### src/shared/tsc_pkg.sv
// Constants and types shared by the time stamp correction calculator
package tsc_pkg;
  // Data widths
  localparam int SEC_W = 48;
  localparam int NS_W = 32;
  localparam int TS_W = SEC_W + NS_W;
  localparam int CF_W = 64;
  localparam int LAT_W = 32;
  localparam int VLAT_W = 16;
  localparam int ASYM_W = 32;
  localparam int MSG_W = 4;
  localparam int CF_FRAC_BITS = 16;

  // One second expressed in nanoseconds
  localparam logic [NS_W-1:0] NS_PER_SEC = 32'h3b9aca00;
  localparam logic [CF_W-1:0] NS_PER_SEC_64 = 64'h0000_0000_3b9a_ca00;

  // PTP message types below this value are event messages
  localparam logic [MSG_W-1:0] EVENT_MSG_LIMIT = 4'h4;

  // Reset values of the software-programmed shadows
  localparam logic [LAT_W-1:0] LOCAL_LAT_RST = 32'h0000_0000;
  localparam logic [LAT_W-1:0] LINK_DELAY_RST = 32'h0000_0000;
  localparam logic [ASYM_W-1:0] ASYM_RST = 32'h0000_0000;

  // Operation selected by the per-frame command code
  typedef enum logic [2:0] {
    TSC_CMD_NOP        = 3'b000,
    TSC_CMD_WRITE_TS   = 3'b001,
    TSC_CMD_SUB_CF     = 3'b010,
    TSC_CMD_ADD_CF     = 3'b011,
    TSC_CMD_SUB_CF_P2P = 3'b100,
    TSC_CMD_WRITE_CF   = 3'b101
  } tsc_cmd_t;
endpackage : tsc_pkg

### src/hdl/tsc_add_sub.sv
// Parameterised two's complement adder / subtractor
`timescale 1ns/1ps
`default_nettype none
module tsc_add_sub #(
  parameter int W = 64
) (
  // Operands
  input wire logic [W-1:0] a_i,
  input wire logic [W-1:0] b_i,
  input wire logic sub_i,
  // Result, wraps modulo two to the W
  output logic [W-1:0] y_o
);
  // Signed and unsigned sums are the same bit pattern
  always_comb begin
    if (sub_i) begin
      y_o = a_i - b_i;
    end else begin
      y_o = a_i + b_i;
    end
  end
endmodule : tsc_add_sub
`default_nettype wire

### src/hdl/tsc_shadow_reg.sv
// Shadow copy of one software-programmed value
`timescale 1ns/1ps
`default_nettype none
module tsc_shadow_reg #(
  parameter int W = 32,
  parameter logic [W-1:0] RST_VAL = '0
) (
  // Clock and reset
  input wire logic core_clk_i,
  input wire logic rst_i,
  // Load strobe and live value
  input wire logic load_i,
  input wire logic [W-1:0] d_i,
  // Stable copy used by the arithmetic
  output logic [W-1:0] q_o
);
  // Copy only when told, so a half-written value never reaches a frame
  always_ff @(posedge core_clk_i) begin
    if (rst_i) begin
      q_o <= RST_VAL;
    end else if (load_i) begin
      q_o <= d_i;
    end
  end
endmodule : tsc_shadow_reg
`default_nettype wire

### src/hdl/tsc_stamp_calc_unit.sv
// Time stamp / correction field calculator for PTP event frames
`timescale 1ns/1ps
`default_nettype none
module tsc_stamp_calc_unit (
  // Clock and reset
  input wire logic core_clk_i,
  input wire logic rst_i,
  // Software-programmed values and commit strobe
  input wire logic [tsc_pkg::LAT_W-1:0] local_latency_i,
  input wire logic [tsc_pkg::LAT_W-1:0] link_delay_i,
  input wire logic [tsc_pkg::ASYM_W-1:0] asym_offset_i,
  input wire logic prog_update_i,
  input wire logic egress_dir_i,
  // Frame from the analyzer
  input wire logic frame_start_marker_i,
  input wire logic [tsc_pkg::TS_W-1:0] raw_time_i,
  input wire logic [tsc_pkg::VLAT_W-1:0] var_latency_i,
  input wire logic [2:0] cmd_i,
  input wire logic [tsc_pkg::MSG_W-1:0] msg_type_i,
  input wire logic [tsc_pkg::CF_W-1:0] cf_in_i,
  input wire logic asym_add_i,
  input wire logic asym_sub_i,
  // Result to the rewriter
  output logic result_valid_o,
  output logic result_is_cf_o,
  output logic result_modify_o,
  output logic [tsc_pkg::TS_W-1:0] new_time_o,
  output logic [tsc_pkg::CF_W-1:0] new_cf_o,
  // Derived times
  output logic [tsc_pkg::CF_W-1:0] corrected_time_nanos_o,
  output logic [tsc_pkg::CF_W-1:0] corrected_time_nanos_plus_link_o,
  // Shadow state
  output logic shadow_pending_o
);
  import tsc_pkg::*;

  logic [LAT_W-1:0] local_sh;
  logic [LAT_W-1:0] link_sh;
  logic [ASYM_W-1:0] asym_sh;
  logic pending;
  logic pipe_busy;
  logic shadow_load;

  // Stage 1: corrected local time
  logic s1_valid;
  logic [SEC_W-1:0] s1_sec;
  logic [NS_W-1:0] s1_ns;
  tsc_cmd_t s1_cmd;
  logic s1_event;
  logic [CF_W-1:0] s1_cf;
  logic s1_add;
  logic s1_sub;

  // Stage 2: nanosecond forms
  logic s2_valid;
  logic [TS_W-1:0] s2_time;
  tsc_cmd_t s2_cmd;
  logic s2_event;
  logic [CF_W-1:0] s2_cf;
  logic s2_add;
  logic s2_sub;
  logic [CF_W-1:0] s2_nanos;
  logic [CF_W-1:0] s2_nanos_link;
  logic [CF_W-1:0] s2_nanos_p2p;

  // Stage 3: command result before asymmetry
  logic s3_valid;
  logic [TS_W-1:0] s3_time;
  logic s3_is_cf;
  logic s3_modify;
  logic [CF_W-1:0] s3_cf;
  logic s3_add;
  logic s3_sub;

  // Combinational intermediates
  logic [LAT_W:0] lat_sum;
  logic [NS_W+1:0] ns_raw_ext;
  logic [NS_W+1:0] ns_calc;
  logic [NS_W-1:0] next_ns;
  logic [SEC_W-1:0] next_sec;
  logic [CF_W-1:0] sec_ext;
  logic [CF_W-1:0] nanos_now;
  logic [CF_W-1:0] link_ext;
  logic [CF_W-1:0] cmd_b;
  logic cmd_sub;
  logic [CF_W-1:0] cmd_cf;
  logic [CF_W-1:0] asym_b;
  logic [CF_W-1:0] final_cf;

  // Programmed values are copied only with no frame in flight
  assign pipe_busy = frame_start_marker_i | s1_valid | s2_valid | s3_valid;
  assign shadow_load = pending & ~pipe_busy;
  assign shadow_pending_o = pending;

  // A commit that lands during a frame waits; a new commit wins over the clear
  always_ff @(posedge core_clk_i) begin
    if (rst_i) begin
      pending <= 1'b0;
    end else if (prog_update_i) begin
      pending <= 1'b1;
    end else if (shadow_load) begin
      pending <= 1'b0;
    end
  end

  // Shadow copies of fixed latency, link delay and asymmetry
  tsc_shadow_reg #(.W(LAT_W), .RST_VAL(LOCAL_LAT_RST)) u_local_sh (
    .core_clk_i(core_clk_i),
    .rst_i(rst_i),
    .load_i(shadow_load),
    .d_i(local_latency_i),
    .q_o(local_sh)
  );
  tsc_shadow_reg #(.W(LAT_W), .RST_VAL(LINK_DELAY_RST)) u_link_sh (
    .core_clk_i(core_clk_i),
    .rst_i(rst_i),
    .load_i(shadow_load),
    .d_i(link_delay_i),
    .q_o(link_sh)
  );
  tsc_shadow_reg #(.W(ASYM_W), .RST_VAL(ASYM_RST)) u_asym_sh (
    .core_clk_i(core_clk_i),
    .rst_i(rst_i),
    .load_i(shadow_load),
    .d_i(asym_offset_i),
    .q_o(asym_sh)
  );

  // Total latency, then correct the nanosecond field with a carry into or a borrow from seconds.
  // Total latency is assumed below one second, so one wrap step is enough.
  always_comb begin
    lat_sum = {1'b0, local_sh} + {{(LAT_W+1-VLAT_W){1'b0}}, var_latency_i};
    ns_raw_ext = {2'b00, raw_time_i[NS_W-1:0]};
    next_sec = raw_time_i[TS_W-1:NS_W];
    if (egress_dir_i) begin
      ns_calc = ns_raw_ext + {1'b0, lat_sum};
      if (ns_calc >= {2'b00, NS_PER_SEC}) begin
        ns_calc = ns_calc - {2'b00, NS_PER_SEC};
        next_sec = next_sec + 48'h0000_0000_0001;
      end
    end else begin
      ns_calc = ns_raw_ext - {1'b0, lat_sum};
      if (ns_calc[NS_W+1]) begin
        ns_calc = ns_calc + {2'b00, NS_PER_SEC};
        next_sec = next_sec - 48'h0000_0000_0001;
      end
    end
    next_ns = ns_calc[NS_W-1:0];
  end

  // Stage 1 register; commands outside the known set act as no operation
  always_ff @(posedge core_clk_i) begin
    if (rst_i) begin
      s1_valid <= 1'b0;
      s1_sec <= '0;
      s1_ns <= '0;
      s1_cmd <= TSC_CMD_NOP;
      s1_event <= 1'b0;
      s1_cf <= '0;
      s1_add <= 1'b0;
      s1_sub <= 1'b0;
    end else begin
      s1_valid <= frame_start_marker_i;
      if (frame_start_marker_i) begin
        s1_sec <= next_sec;
        s1_ns <= next_ns;
        s1_cmd <= (cmd_i > 3'b101) ? TSC_CMD_NOP : tsc_cmd_t'(cmd_i);
        s1_event <= (msg_type_i < EVENT_MSG_LIMIT);
        s1_cf <= cf_in_i;
        s1_add <= asym_add_i;
        s1_sub <= asym_sub_i;
      end
    end
  end

  // Time converted to plain nanoseconds, the multiply wraps at 64 bits
  always_comb begin
    sec_ext = {{(CF_W-SEC_W){1'b0}}, s1_sec};
    nanos_now = CF_W'(sec_ext * NS_PER_SEC_64) + {{(CF_W-NS_W){1'b0}}, s1_ns};
    link_ext = {{(CF_W-LAT_W){1'b0}}, link_sh};
  end

  // Stage 2 register
  always_ff @(posedge core_clk_i) begin
    if (rst_i) begin
      s2_valid <= 1'b0;
      s2_time <= '0;
      s2_cmd <= TSC_CMD_NOP;
      s2_event <= 1'b0;
      s2_cf <= '0;
      s2_add <= 1'b0;
      s2_sub <= 1'b0;
      s2_nanos <= '0;
      s2_nanos_link <= '0;
      s2_nanos_p2p <= '0;
    end else begin
      s2_valid <= s1_valid;
      if (s1_valid) begin
        s2_time <= {s1_sec, s1_ns};
        s2_cmd <= s1_cmd;
        s2_event <= s1_event;
        s2_cf <= s1_cf;
        s2_add <= s1_add;
        s2_sub <= s1_sub;
        s2_nanos <= nanos_now;
        s2_nanos_link <= nanos_now + link_ext;
        s2_nanos_p2p <= nanos_now - link_ext;
      end
    end
  end

  // Derived times stand until the next frame
  assign corrected_time_nanos_o = s2_nanos;
  assign corrected_time_nanos_plus_link_o = s2_nanos_link;

  // Command operand, scaled to correction field units
  always_comb begin
    cmd_b = '0;
    cmd_sub = 1'b0;
    case (s2_cmd)
      TSC_CMD_SUB_CF: begin
        cmd_b = s2_nanos << CF_FRAC_BITS;
        cmd_sub = 1'b1;
      end
      TSC_CMD_ADD_CF: begin
        cmd_b = s2_nanos << CF_FRAC_BITS;
      end
      TSC_CMD_SUB_CF_P2P: begin
        cmd_b = s2_nanos_p2p << CF_FRAC_BITS;
        cmd_sub = 1'b1;
      end
      default: begin
        cmd_b = '0;
      end
    endcase
  end

  tsc_add_sub #(.W(CF_W)) u_cmd_arith (
    .a_i(s2_cf),
    .b_i(cmd_b),
    .sub_i(cmd_sub),
    .y_o(cmd_cf)
  );

  // Stage 3 register; non-event messages keep their incoming field
  always_ff @(posedge core_clk_i) begin
    if (rst_i) begin
      s3_valid <= 1'b0;
      s3_time <= '0;
      s3_is_cf <= 1'b0;
      s3_modify <= 1'b0;
      s3_cf <= '0;
      s3_add <= 1'b0;
      s3_sub <= 1'b0;
    end else begin
      s3_valid <= s2_valid;
      if (s2_valid) begin
        s3_time <= s2_time;
        s3_is_cf <= (s2_cmd != TSC_CMD_WRITE_TS);
        s3_modify <= s2_event & (s2_cmd != TSC_CMD_NOP);
        s3_add <= s2_add & s2_event;
        s3_sub <= s2_sub & s2_event;
        if (!s2_event) begin
          s3_cf <= s2_cf;
        end else if (s2_cmd == TSC_CMD_WRITE_CF) begin
          s3_cf <= s2_nanos << CF_FRAC_BITS;
        end else begin
          s3_cf <= cmd_cf;
        end
      end
    end
  end

  // Sign-extended asymmetry; add wins if software sets both controls
  always_comb begin
    if (s3_add | s3_sub) begin
      asym_b = {{(CF_W-ASYM_W){asym_sh[ASYM_W-1]}}, asym_sh};
    end else begin
      asym_b = '0;
    end
  end

  tsc_add_sub #(.W(CF_W)) u_asym_arith (
    .a_i(s3_cf),
    .b_i(asym_b),
    .sub_i(s3_sub & ~s3_add),
    .y_o(final_cf)
  );

  // Output register toward the rewriter
  always_ff @(posedge core_clk_i) begin
    if (rst_i) begin
      result_valid_o <= 1'b0;
      result_is_cf_o <= 1'b0;
      result_modify_o <= 1'b0;
      new_time_o <= '0;
      new_cf_o <= '0;
    end else begin
      result_valid_o <= s3_valid;
      if (s3_valid) begin
        result_is_cf_o <= s3_is_cf;
        result_modify_o <= s3_modify;
        new_time_o <= s3_time;
        new_cf_o <= s3_modify ? final_cf : s3_cf;
      end
    end
  end
endmodule : tsc_stamp_calc_unit
`default_nettype wire

### config.mk
export PLATFORM = sky130hd
export DESIGN_NAME = tsc_stamp_calc_unit
export DESIGN_NICKNAME = d
export VERILOG_FILES = /design/src/shared/tsc_pkg.sv /design/src/hdl/tsc_add_sub.sv /design/src/hdl/tsc_shadow_reg.sv /design/src/hdl/tsc_stamp_calc_unit.sv
export SDC_FILE = /design/constraint.sdc
export NUM_CORES = 2
export LEC_CHECK = 0
export CAP_MARGIN = 20
export CORE_MARGIN = 3
export CORE_UTILIZATION = 55
export CTS_CLUSTER_DIAMETER = 60
export CTS_CLUSTER_SIZE = 8
export DETAILED_ROUTE_END_ITERATION = 8
export DONT_BUFFER_PORTS = 1
export GPL_TIMING_DRIVEN = 1
export MAX_ROUTING_LAYER = met4
export PLACE_DENSITY = 0.79
export SLEW_MARGIN = 10
export SYNTH_ARGS = -nofsm -noshare
export SYNTH_HDL_FRONTEND = slang
export SYNTH_SLANG_ARGS = --single-unit
export TNS_END_PERCENT = 20
### constraint.sdc
create_clock -name core_clk_i -period 8.4 [get_ports core_clk_i]
set_input_delay 2.1 -clock core_clk_i [delete_from_list [all_inputs] [get_ports core_clk_i]]
set_output_delay 2.1 -clock core_clk_i [all_outputs]
set_load 0.1 [all_outputs]
==> results.yml <==
timing:
  grt_setup_unrepaired: "yes"
  min_period_ps: 8770
  totalNegativeSetupSlack_ps: -5930
  finalWorstSetupSlack_ps: -368
  hold_viol: 0
  max_slew_margin: -1.13
  worst_slew_pin_slew_ps: 3190
  finalClockSkew_ps: 57.2
  hold_ws_ps: 457
  finalSetupViolations: 29
  min_period_over_period: 1.04
  fmax_mhz: 114
  final_max_slew_viol_count: 712
floorplanning:
  io_pins: 546
  coreArea_um2: 126000
  initial_core_util: 0.557
  die_area_um2: 132000
  die_w_um: 363
  die_height_um: 363
  rows: 130
worst_hold_path:
  hold_path.class: "flop to flop"
  hp-start: "u_local_sh.q_o[8]"
global_route:
  grt_first_pass_wirelength_mm: 380
  grt-ovfl-total: 0
  grt_util_all_layers: 0.383
  grt_pass1_vias: 64004
  antenna_found_initial: 20
  grt_max_degree: 807
route:
  topRoutingLayerUsed: "met4"
  drt_iter0_drc: 6451
  antenna_left: 0
  first_pass_iters: 6
  wl_met2_mm: 112
  num_vias: 65200
  wl_met1_mm: 101
  routed_via_density: 6.03
  drc: 0
  wire_per_inst_um: 23.3
  dr_wl_met3_mm: 26.0
  wirelength_mm: 252
setup_path:
  crit_path_start_kind: "flop"
  critPathArrivalTime_ps: 9410
  end_kind: "flop"
  slowest_stage: "or4_4"
  critPathKind: "flop to flop"
  crit_fanout: 6
  critPathRequiredTime_ps: 9040
  crit_top_cell: "fa_1"
  reg2reg_from: "s1_sec[6]"
  crit_path_start: "s1_sec[6]"
  max_stage_delay_ps: 620
clock_network:
  clk_pin_slew_ps: 50
  insertion_delay_ps: 800
  cts_sinks: 861
  htreeDepth: 4
  cts_buffers: 136
  cts_tree: "yes"
  cts_root_buf: "clkbuf_16"
  hold_buffers: 0
  cts_buffer_depth: 3
place:
  gp_congestion: 0.999
  dpl.hpwl_mm: 196
  place.port_buffers: 0
  dp.cells: 10524
  preCtsSetupSlack_ps: -803
final_layout:
  drive_above_1_share: 0.172
  nets: 10361
  fillers: 10125
  final_cells: 10812
  area_growth_syn_to_layout_pct: 20.6
logic_synthesis:
  yosysSeqAreaShare: 0.245
  synth-seq-cells: 861
  syn_inst: 8333
  synth_edf_count: 0
  synth.distinct_cells: 120
  synth_nets: 9595
  synth_area_um2: 70300
  synth-main-ff-cell: "dfxtp_1"
  async_flop_share: 0
  yosys_warnings: 0
  synth_area_per_cell_um2: 8.43
run_status:
  violations: "slew limit, setup timing"
  run_status: "finished with violations"
flow_run:
  maxCapViolCount: 0
[path summary, 6_finish.rpt]
kind	slack, ps	cells after the start	end
hold reg to reg	460	2	u_local_sh.q_o[8]
setup reg to reg	-370	28	corrected_time_nanos_plus_link_o[51]
setup / recovery	-370	28	corrected_time_nanos_plus_link_o[51]
hold / removal	460	2	u_local_sh.q_o[8]
[Yosys cell counts (56+ instances only)]
| cell | instances | share of area |
|---|---|---|
| a31oi_1 | 78 | 0.0069 |
| nor2b_1 | 66 | 0.0059 |
| or3_1 | 56 | 0.0050 |
| dfxtp_1 | 861 | 0.25 |
| xnor2_1 | 348 | 0.043 |
| xor2_1 | 154 | 0.019 |
| nand2_1 | 556 | 0.030 |
| ha_1 | 556 | 0.099 |
| nand2b_1 | 83 | 0.0074 |
| nor3_1 | 134 | 0.0095 |
| o21bai_1 | 64 | 0.0068 |
| and3_1 | 60 | 0.0053 |
| o211ai_1 | 101 | 0.011 |
| fa_1 | 436 | 0.12 |
| nor2_1 | 1016 | 0.054 |
| clkbuf_1 | 334 | 0.018 |
| nand4_1 | 69 | 0.0061 |
| inv_1 | 839 | 0.045 |
| o21ai_0 | 247 | 0.018 |
| a211oi_1 | 171 | 0.018 |
| nand3_1 | 121 | 0.0086 |
| a21oi_1 | 560 | 0.040 |
| a21o_1 | 144 | 0.015 |
| mux2i_1 | 501 | 0.071 |
[state kept, by name (all words and copies together), names as in the netlist, 64 cells and up]
name                              count
corrected_time_nanos_plus_link_o     64
s1_cf                                64
s2_time                              80
new_time_o                           80
s3_time                              80
s3_cf                                64
new_cf_o                             64
s2_cf                                64
[layout by cell type (no fill, tap or decap), types with 231 or more instances in the layout]
master	count
a21oi_1	539
buf_4	982
dfxtp_1	838
fa_1	425
ha_1	511
inv_1	822
mux2i_1	500
nand2_1	546
nor2_1	999
o21ai_0	231
xnor2_1	335
[timing repair]
item                       4_1_cts  5_1_grt
gates resized for setup        216      143
gates cloned                     0        0
setup endpoints to repair       49      128
setup buffers                   58       18
pin swaps                      133       77
[metal layers]
metal	up-vias	track usage
met4	0	0.166
met5	-	-
met2	2855	0.584
met1	31523	0.474
met3	603	0.108
li1	30219	-
[logic make-up (layout without fill, tap and decap cells)]
family / Yosys count / count (layout) / share of synthesized area
AO/OA/AOI/OAI: 1810 / 1810 / 0.170
XOR/XNOR: 503 / 503 / 0.0628
adder cells (fa/ha/maj): 992 / 992 / 0.223
buffers and inverters: 1257 / 2066 / 0.0681
flip-flops: 861 / 861 / 0.245
multiplexers: 502 / 502 / 0.0715
other: 0 / 20 / 0
AND/OR/NAND/NOR: 2408 / 2408 / 0.159
[critical path: cells and delay by family, from the launching register on]
family	cells	cell delay, ps
adder cells (fa/ha/maj)	8	3960
AND/OR/NAND/NOR	8	2380
AO/OA/AOI/OAI	5	1000
buffers and inverters	7	850
flip-flops	1	400
[area by class of cell]
type	instances	area (um2)	area share
Sequential cell	861	17300	0.204
Clock inverter	32	543	0.00641
Inverter	843	3190	0.0377
Clock buffer	149	3470	0.0410
Tap cell	1650	2060	0.0244
Multi-Input combinational cell	6215	50000	0.590
Timing Repair Buffer	1042	8120	0.0958
Antenna cell	20	50.0	0.000591
[through the flow]
step	util	instance area (um2)
global route	0.671	84700
detailed placement	0.619	78100
CTS	0.663	83600
floorplan	-	70400
finish	0.671	84700
global placement	0.619	78100
Power is not shown: default switching activity piles up to over one toggle a cycle in this logic, so the estimate is an artifact.
